## config.mk

```make
export PLATFORM = sky130hd
export DESIGN_NAME = fsspi_supervisor
export DESIGN_NICKNAME = d
export VERILOG_FILES = /design/src/rtl/fsspi_pkg.sv /design/src/rtl/fsspi_supervisor.sv /design/src/rtl/fsspi_sync.sv
export VERILOG_INCLUDE_DIRS = /design/src /design/src/rtl
export SDC_FILE = /design/constraint.sdc
export NUM_CORES = 1
export LEC_CHECK = 0
export BUFFER_PORTS_ARGS = -buffer_cell sky130_fd_sc_hd__buf_2
export CAP_MARGIN = 0
export CELL_PAD_IN_SITES_DETAIL_PLACEMENT = 1
export CELL_PAD_IN_SITES_GLOBAL_PLACEMENT = 1
export CORE_UTILIZATION = 44
export CTS_CLUSTER_DIAMETER = 100
export CTS_CLUSTER_SIZE = 12
export DETAILED_ROUTE_END_ITERATION = 7
export PLACE_DENSITY = 0.88
export SLEW_MARGIN = 40
export SYNTH_ARGS = -nofsm -noshare
export SYNTH_HDL_FRONTEND = slang
export SYNTH_HIERARCHICAL = 1
export SYNTH_SLANG_ARGS = --single-unit
export TNS_END_PERCENT = 50
```

## constraint.sdc

```tcl
create_clock -name clk -period 2.3 [get_ports clk]
set_input_delay 0.115 -clock clk [delete_from_list [all_inputs] [get_ports clk]]
set_output_delay 0.115 -clock clk [all_outputs]
set_load 0.02 [all_outputs]
```

## src/rtl/fsspi_consts.svh

```systemverilog
/*
 Field positions, frame codes and reset values of the fail-safe SPI
 supervision register. Assumes inclusion by bare name from rtl/.
*/
`ifndef FSSPI_CONSTS_SVH
`define FSSPI_CONSTS_SVH

`define FSSPI_FRAME_BITS 16
`define FSSPI_CNT_W 5
`define FSSPI_CNT_MAX 5'h1F
`define FSSPI_CMD_HI 15
`define FSSPI_CMD_LO 9
`define FSSPI_WRITE_CMD 7'h62
`define FSSPI_READ_CMD 7'h22
`define FSSPI_PARITY_BIT 8
`define FSSPI_AUX_HI_BIT 7
`define FSSPI_AUX_LO_BIT 6
`define FSSPI_ZERO_BIT 5
`define FSSPI_DIS_BIT 4
`define FSSPI_SEC_HI 3
`define FSSPI_PARITY_ODD 1'h1
`define FSSPI_AUX_RESET 2'h0
`define FSSPI_DIS_RESET 1'h0
`define FSSPI_FLAGS_RESET 4'h0

`endif

```

## src/rtl/fsspi_pkg.sv

```systemverilog
/*
 Types of the fail-safe SPI supervision block.
 Assumes nothing of its surroundings.
*/
package fsspi_pkg;
   typedef enum logic [1:0] {
      FSSPI_IDLE = 2'h0,
      FSSPI_SHIFT = 2'h1,
      FSSPI_EVAL = 2'h3
   } fsspi_state_t;
endpackage : fsspi_pkg

```

## src/rtl/fsspi_supervisor.sv

```systemverilog
/*
 Fail-safe SPI frame supervision and second supervisor init register.
 Assumes SPI mode with MOSI sampled on rising SCLK, MISO changed on
 falling SCLK, SCLK idle low, and a system clock far above SCLK.
*/
`timescale 1ns/1ps
`include "fsspi_consts.svh"

// Functional notes
// - Count rising SCLK edges while chip select low; flag unless exactly 16.
// - Clock error also reports fail-safe internal clock faults.
// - Flag secured-bits error when write security code mismatches data.
// - Access violation: bad frame, init write in normal mode, bad address.
// - Check parity of received write frames and flag parity error.
// - Error flags clear only on power-on reset, zero after it.
// - Read command 0100010 with zero low bits; reply global flags high.
// - Reply low byte: four error flags, zero, timer disable, aux field.
// - Code bits are not bit5, not bit4, bit7, bit6.
// - Timer disable bit stops 8 s deep fail-safe timer; resets zero.
// - Aux field selects how aux over/undervoltage drive reset/fail-safe.
module fsspi_supervisor (
   input wire logic clk,
   input wire logic rstn,
   input wire logic sclk,
   input wire logic chip_select_n,
   input wire logic mosi,
   input wire logic [7:0] global_status,
   input wire logic normal_mode,
   input wire logic internal_clk_fault,
   output logic miso,
   output logic miso_oe,
   output logic failsafe_secured_bits_error,
   output logic failsafe_clock_count_error,
   output logic failsafe_access_violation,
   output logic failsafe_parity_error,
   output logic deep_failsafe_timer_disable,
   output logic aux_safety_sel_hi,
   output logic aux_safety_sel_lo,
   output logic aux_ov_to_reset,
   output logic aux_ov_to_failsafe,
   output logic aux_uv_to_reset,
   output logic aux_uv_to_failsafe
);
   import fsspi_pkg::*;

   logic sclk_q;
   logic cs_n_q;
   logic mosi_q;
   logic sclk_d;
   logic cs_n_d;
   fsspi_state_t state;
   fsspi_state_t next_state;
   logic [`FSSPI_CNT_W-1:0] cnt;
   logic [`FSSPI_CNT_W-1:0] next_cnt;
   logic [15:0] rx;
   logic [15:0] next_rx;
   logic [15:0] tx;
   logic [15:0] next_tx;
   logic next_miso;
   logic next_miso_oe;
   logic [3:0] flags;
   logic [3:0] next_flags;
   logic next_dis;
   logic [1:0] aux;
   logic [1:0] next_aux;
   logic [3:0] next_route;
   logic sclk_rise;
   logic sclk_fall;
   logic cs_fall;
   logic cs_rise;
   logic [6:0] cmd;
   logic is_wr;
   logic is_rd;
   logic len_ok;
   logic par_ok;
   logic sec_ok;
   logic [3:0] sec_exp;
   logic bad_access;

   fsspi_sync #(.RESET_VAL(1'h0)) u_sync_sclk (
      .clk(clk), .rstn(rstn), .pin(sclk), .q(sclk_q)
   );
   fsspi_sync #(.RESET_VAL(1'h1)) u_sync_cs (
      .clk(clk), .rstn(rstn), .pin(chip_select_n), .q(cs_n_q)
   );
   fsspi_sync #(.RESET_VAL(1'h0)) u_sync_mosi (
      .clk(clk), .rstn(rstn), .pin(mosi), .q(mosi_q)
   );

   assign sclk_rise = sclk_q && !sclk_d;
   assign sclk_fall = !sclk_q && sclk_d;
   assign cs_fall = !cs_n_q && cs_n_d;
   assign cs_rise = cs_n_q && !cs_n_d;

   // Frame decode, valid only in the evaluation state
   assign cmd = rx[`FSSPI_CMD_HI:`FSSPI_CMD_LO];
   assign is_wr = (cmd == `FSSPI_WRITE_CMD);
   assign is_rd = (cmd == `FSSPI_READ_CMD);
   assign len_ok = (cnt == 5'(`FSSPI_FRAME_BITS));
   assign par_ok = ((^rx) == `FSSPI_PARITY_ODD);
   assign sec_exp = {!rx[`FSSPI_ZERO_BIT], !rx[`FSSPI_DIS_BIT],
                     rx[`FSSPI_AUX_HI_BIT], rx[`FSSPI_AUX_LO_BIT]};
   assign sec_ok = (rx[`FSSPI_SEC_HI:0] == sec_exp);
   assign bad_access = !(is_wr || is_rd)
      || (is_rd && (rx[7:0] != 8'h00 || rx[`FSSPI_PARITY_BIT]))
      || (is_wr && rx[`FSSPI_ZERO_BIT])
      || (is_wr && normal_mode);

   always_comb begin
      next_state = state;
      next_cnt = cnt;
      next_rx = rx;
      next_tx = tx;
      next_miso = miso;
      next_miso_oe = !cs_n_q;
      next_flags = flags;
      next_dis = deep_failsafe_timer_disable;
      next_aux = aux;
      if (internal_clk_fault) begin
         next_flags[2] = 1'h1;
      end
      unique case (state)
         FSSPI_IDLE: begin
            if (cs_fall) begin
               next_cnt = '0;
               // Reply built from state at frame start
               next_tx = {global_status, flags, 1'h0,
                          deep_failsafe_timer_disable, aux};
               next_miso = next_tx[15];
               next_state = FSSPI_SHIFT;
            end
         end
         FSSPI_SHIFT: begin
            if (sclk_rise) begin
               next_rx = {rx[14:0], mosi_q};
               if (cnt != `FSSPI_CNT_MAX) begin
                  next_cnt = cnt + 5'h1;
               end
            end
            if (sclk_fall && cnt != '0) begin
               next_tx = {tx[14:0], 1'h0};
               next_miso = next_tx[15];
            end
            if (cs_rise) begin
               next_state = FSSPI_EVAL;
            end
         end
         FSSPI_EVAL: begin
            next_state = FSSPI_IDLE;
            // Flags are sticky; only reset clears them
            if (!len_ok) begin
               next_flags[2] = 1'h1;
            end else begin
               if (bad_access) begin
                  next_flags[1] = 1'h1;
               end
               if (is_wr && !par_ok) begin
                  next_flags[0] = 1'h1;
               end
               if (is_wr && !sec_ok) begin
                  next_flags[3] = 1'h1;
               end
               if (is_wr && !bad_access && par_ok && sec_ok) begin
                  next_aux = rx[`FSSPI_AUX_HI_BIT:`FSSPI_AUX_LO_BIT];
                  next_dis = rx[`FSSPI_DIS_BIT];
               end
            end
         end
         default: begin
            next_state = FSSPI_IDLE;
         end
      endcase
   end

   always_comb begin
      next_route = 4'h0;
      unique case (next_aux)
         2'h0: next_route = 4'h0;
         2'h1: next_route = 4'hE;
         2'h2: next_route = 4'hC;
         2'h3: next_route = 4'hF;
      endcase
   end

   always_ff @(posedge clk) begin
      if (!rstn) begin
         sclk_d <= 1'h0;
         cs_n_d <= 1'h1;
         state <= FSSPI_IDLE;
         cnt <= '0;
         rx <= 16'h0000;
         tx <= 16'h0000;
         miso <= 1'h0;
         miso_oe <= 1'h0;
         flags <= `FSSPI_FLAGS_RESET;
         deep_failsafe_timer_disable <= `FSSPI_DIS_RESET;
         aux <= `FSSPI_AUX_RESET;
         aux_safety_sel_hi <= 1'h0;
         aux_safety_sel_lo <= 1'h0;
         failsafe_secured_bits_error <= 1'h0;
         failsafe_clock_count_error <= 1'h0;
         failsafe_access_violation <= 1'h0;
         failsafe_parity_error <= 1'h0;
         aux_ov_to_reset <= 1'h0;
         aux_ov_to_failsafe <= 1'h0;
         aux_uv_to_reset <= 1'h0;
         aux_uv_to_failsafe <= 1'h0;
      end else begin
         sclk_d <= sclk_q;
         cs_n_d <= cs_n_q;
         state <= next_state;
         cnt <= next_cnt;
         rx <= next_rx;
         tx <= next_tx;
         miso <= next_miso;
         miso_oe <= next_miso_oe;
         flags <= next_flags;
         deep_failsafe_timer_disable <= next_dis;
         aux <= next_aux;
         aux_safety_sel_hi <= next_aux[1];
         aux_safety_sel_lo <= next_aux[0];
         failsafe_secured_bits_error <= next_flags[3];
         failsafe_clock_count_error <= next_flags[2];
         failsafe_access_violation <= next_flags[1];
         failsafe_parity_error <= next_flags[0];
         aux_ov_to_reset <= next_route[3];
         aux_ov_to_failsafe <= next_route[2];
         aux_uv_to_reset <= next_route[1];
         aux_uv_to_failsafe <= next_route[0];
      end
   end
endmodule : fsspi_supervisor

```

## src/rtl/fsspi_sync.sv

```systemverilog
/*
 Three-stage pin synchroniser with agreement filter.
 Assumes an asynchronous pin input and one system clock.
*/
`timescale 1ns/1ps
module fsspi_sync #(
   parameter logic RESET_VAL = 1'h0
) (
   input wire logic clk,
   input wire logic rstn,
   input wire logic pin,
   output logic q
);
   logic s1;
   logic s2;
   logic s3;
   logic next_q;

   always_comb begin
      next_q = q;
      if (s2 == s3) begin
         next_q = s3;
      end
   end

   always_ff @(posedge clk) begin
      if (!rstn) begin
         s1 <= RESET_VAL;
         s2 <= RESET_VAL;
         s3 <= RESET_VAL;
         q <= RESET_VAL;
      end else begin
         s1 <= pin;
         s2 <= s1;
         s3 <= s2;
         q <= next_q;
      end
   end
endmodule : fsspi_sync

```

==> summary.txt <==
Max-slew headroom -> 54.9%
Wire per inst -> 15.3 µm
Sw Share -> 22.7%
Via count -> 2,236
Top-count cell post-synth -> nand2_1
Pins over their slew limit -> 0
CTS tree -> done
Post-CTS Setup Inserts -> 0
Final WS setup -> 302 ps
Area leader, netlist -> dfxtp_1
Mapped Cells -> 315
CP max stage delay -> 420 ps
Combinational family with the most area after synthesis -> simple AND/OR/NAND/NOR gates
CP max stage cell -> dfxtp_1
HP Class -> input port to flop
Fillcell total -> 720
Core area -> 5990 µm²
Clock skew -> 8.47 ps
RSZ-0062 raised after global routing -> no
Async SR Flop Fraction -> 0%
Setup violators final -> 0
Layout cell share with drive strength beyond 1 -> 16.4%
Tcrit/Tclk final -> 86.9%
Die ar. -> 6590 µm²
Post-Synth Simple-Gate Area -> 23.1%
Post-synthesis compound-gate area fraction -> 13.6%
Clk_lat worst skew -> 340 ps
Outcome -> finished, final reports clean
Comb power frac -> 2.7%
Placement Setup Slack -> 310 ps
Clock root cell -> clkbuf_8
Total routed wirelength -> 6480 µm
Hold-fix buffers, CTS -> 3
Setup crit start -> rx[4]
Clk slew on worst S/H paths -> 70 ps
Mapped Area -> 2760 µm²
Synth Area in XOR/XNOR -> 5.58%
CP dominant cell by count -> xnor2_1
Maximum vdd ir drop -> 0.467 mV
Die X -> 81.2 µm
Layout area overhead -> 16.1%
PostCTS Resize Cnt -> 0
GP Congestion -> 0.759
Avg Inst Size Synth -> 8.75 µm²
Drt pass-1 iters -> 4
Fraction of the mapped netlist area in adder cells -> 3.18%
CP cell instances -> inv_1 -> ha_1 -> xnor2_1 -> xnor2_1 -> xnor3_1 -> o2111ai_4 -> mux2i_1
Critical path arrival -> 2260 ps
Fin. Hold Viols -> 0
Worst Setup Start Kind -> flop
Total internal power -> 1.68 mW
Site Rows -> 28
Vias in the first global route -> 2,290
PwrDens -> 677 nW/µm²
Max cap viols -> 0
Grt ovf -> 0
Post-synthesis mux area share -> 2.18%
# IOs -> 28
Max H-tree Level -> 3
Initial Util -> 46.0%
Largest net degree at the start of global routing -> 32
Post-route ant nets -> 0
CP Class -> flop to flop
Diodes inserted -> 0
Vias per cell -> 5.29
Die height -> 81.2 µm
Cell variety after synth -> 42
Number of flops mapped to enable cells by yosys -> 0
Gr usage total -> 21.8%
RR Startpoint -> rx[4]
Slew @ Worst Pin -> 668 ps
Initial antenna violation count -> 0
Max clock buf depth -> 2
Sw Pwr -> 492 µW
Top cells by count, synth -> nand2_1, dfxtp_1, a21oi_1, nor2_1, inv_1
Synthesized net count -> 337
DR iter-0 viols -> 95
Inserted Clock Buffers -> 9
Required @ worst endpoint -> 2560 ps
Hold path start -> internal_clk_fault
Synth Flop Type -> dfxtp_1
Crit path max fanout -> 6
DRC -> 0
Seq pwr share -> 51.7%
Final net count -> 365
Share of the yosys chip area belonging to registers -> 46.5%
CP endpoint kind -> flop
Setup TNS Final -> 0 ps
Global-route wire length before repair -> 10,500 µm
I/O Buffers -> 27
Yosys reg bits -> 64
Leakage -> 1.23 nW
Clk sinks -> 64
Clock power share -> 45.6%
Share of the synthesized area in the top cell type -> 46.5%
Minimum clock period -> 2000 ps
DPL Wire Length -> 4440 µm
Fmax -> 500 MHz
YS warnings -> 6
Synth top area cells -> dfxtp_1, nand2_1, a311oi_1
## cell usage in the layout (no fill, tap or decap), drive strengths merged, types with 5 or more instances in the layout
master | synthesis | layout
a21oi | 21 | 21
a311oi | 13 | 13
and2 | 9 | 9
buf | 8 | 33
clkbuf | 11 | 10
dfxtp | 64 | 64
ha | 7 | 7
inv | 16 | 17
mux2i | 6 | 6
nand2 | 74 | 74
nand3 | 5 | 5
nor2 | 20 | 20
o21ai | 9 | 9
xnor2 | 11 | 11
## logic make-up (layout without fill, tap and decap cells)
logic type	after synthesis	after routing
flip-flops	64	64
adder cells (fa/ha/maj)	7	7
XOR/XNOR	16	16
AND/OR/NAND/NOR	133	133
buffers and inverters	35	68
AO/OA/AOI/OAI	54	54
multiplexers	6	6
## worst max-delay path, delay by kind of cell, from the launching register on
kind                     cells  cell delay (ps)
XOR/XNOR                     3              730
buffers and inverters        1               70
AO/OA/AOI/OAI                1              160
flip-flops                   1              420
multiplexers                 1              250
adder cells (fa/ha/maj)      1              300
## metal layers
| metal | vias to the layer above | part of all wire, % | GRT usage (%) | wire, µm |
|---|---|---|---|---|
| li1 | 1110 | - | - | - |
| met3 | 24 | 3.3 | 4.83 | 215 |
| met2 | 41 | 48 | 37.3 | 3130 |
| met5 | - | 0 | 0 | 0 |
| met4 | 0 | 3.8 | 15.2 | 244 |
| met1 | 1061 | 45 | 23.7 | 2880 |
## layout make-up
type                       count  area [µm²]  share of cell area (%)
clock buffer                  10         138                    4.30
clock inverter                 6        67.6                    2.11
inverter                      16        60.1                    1.88
multi-input combinational    216        1320                    41.4
sequential                    64        1280                    40.0
tap                           75        93.8                    2.93
timing repair buffer          36         235                    7.35
## power by group through the flow
stage | clock [mW] | sequential (mW) | combinational [mW]
floorplan | 0 | 1.15 | 0.0271
global placement | 0 | 1.15 | 0.0532
detailed placement | 0 | 1.15 | 0.0552
CTS | 1.01 | 1.12 | 0.0596
global route | 1.06 | 1.12 | 0.0648
finish | 0.988 | 1.12 | 0.0585
## worst paths after layout
kind,depth (start not counted),slack (ps),end
hold reg to reg,1,430,u_sync_cs/s2
setup / recovery,7,300,deep_failsafe_timer_disable
setup reg to reg,7,300,deep_failsafe_timer_disable
hold / removal,2,8,flags[2]
## sequential cells by signal (all words and copies together), names as in the netlist, 2 cells and up
| signal | flops |
|---|---|
| state | 2 |
| flags | 3 |
| cnt | 5 |
| rx | 16 |
| tx | 15 |
## stage by stage
stage	utilization [%]	std cells	cell area, µm²	total power [mW]	hold slack (ps)
2_1_floorplan	-	315	2760	1.17	188
3_3_place_gp	49.5	404	2960	1.20	295
3_5_place_dp	49.5	404	2960	1.20	305
4_1_cts	53.4	423	3200	2.19	2.75
5_1_grt	53.4	423	3200	2.25	3.19
6_report	53.4	423	3200	2.17	7.93
No activity file was read; power rests on OpenSTA's default activity.
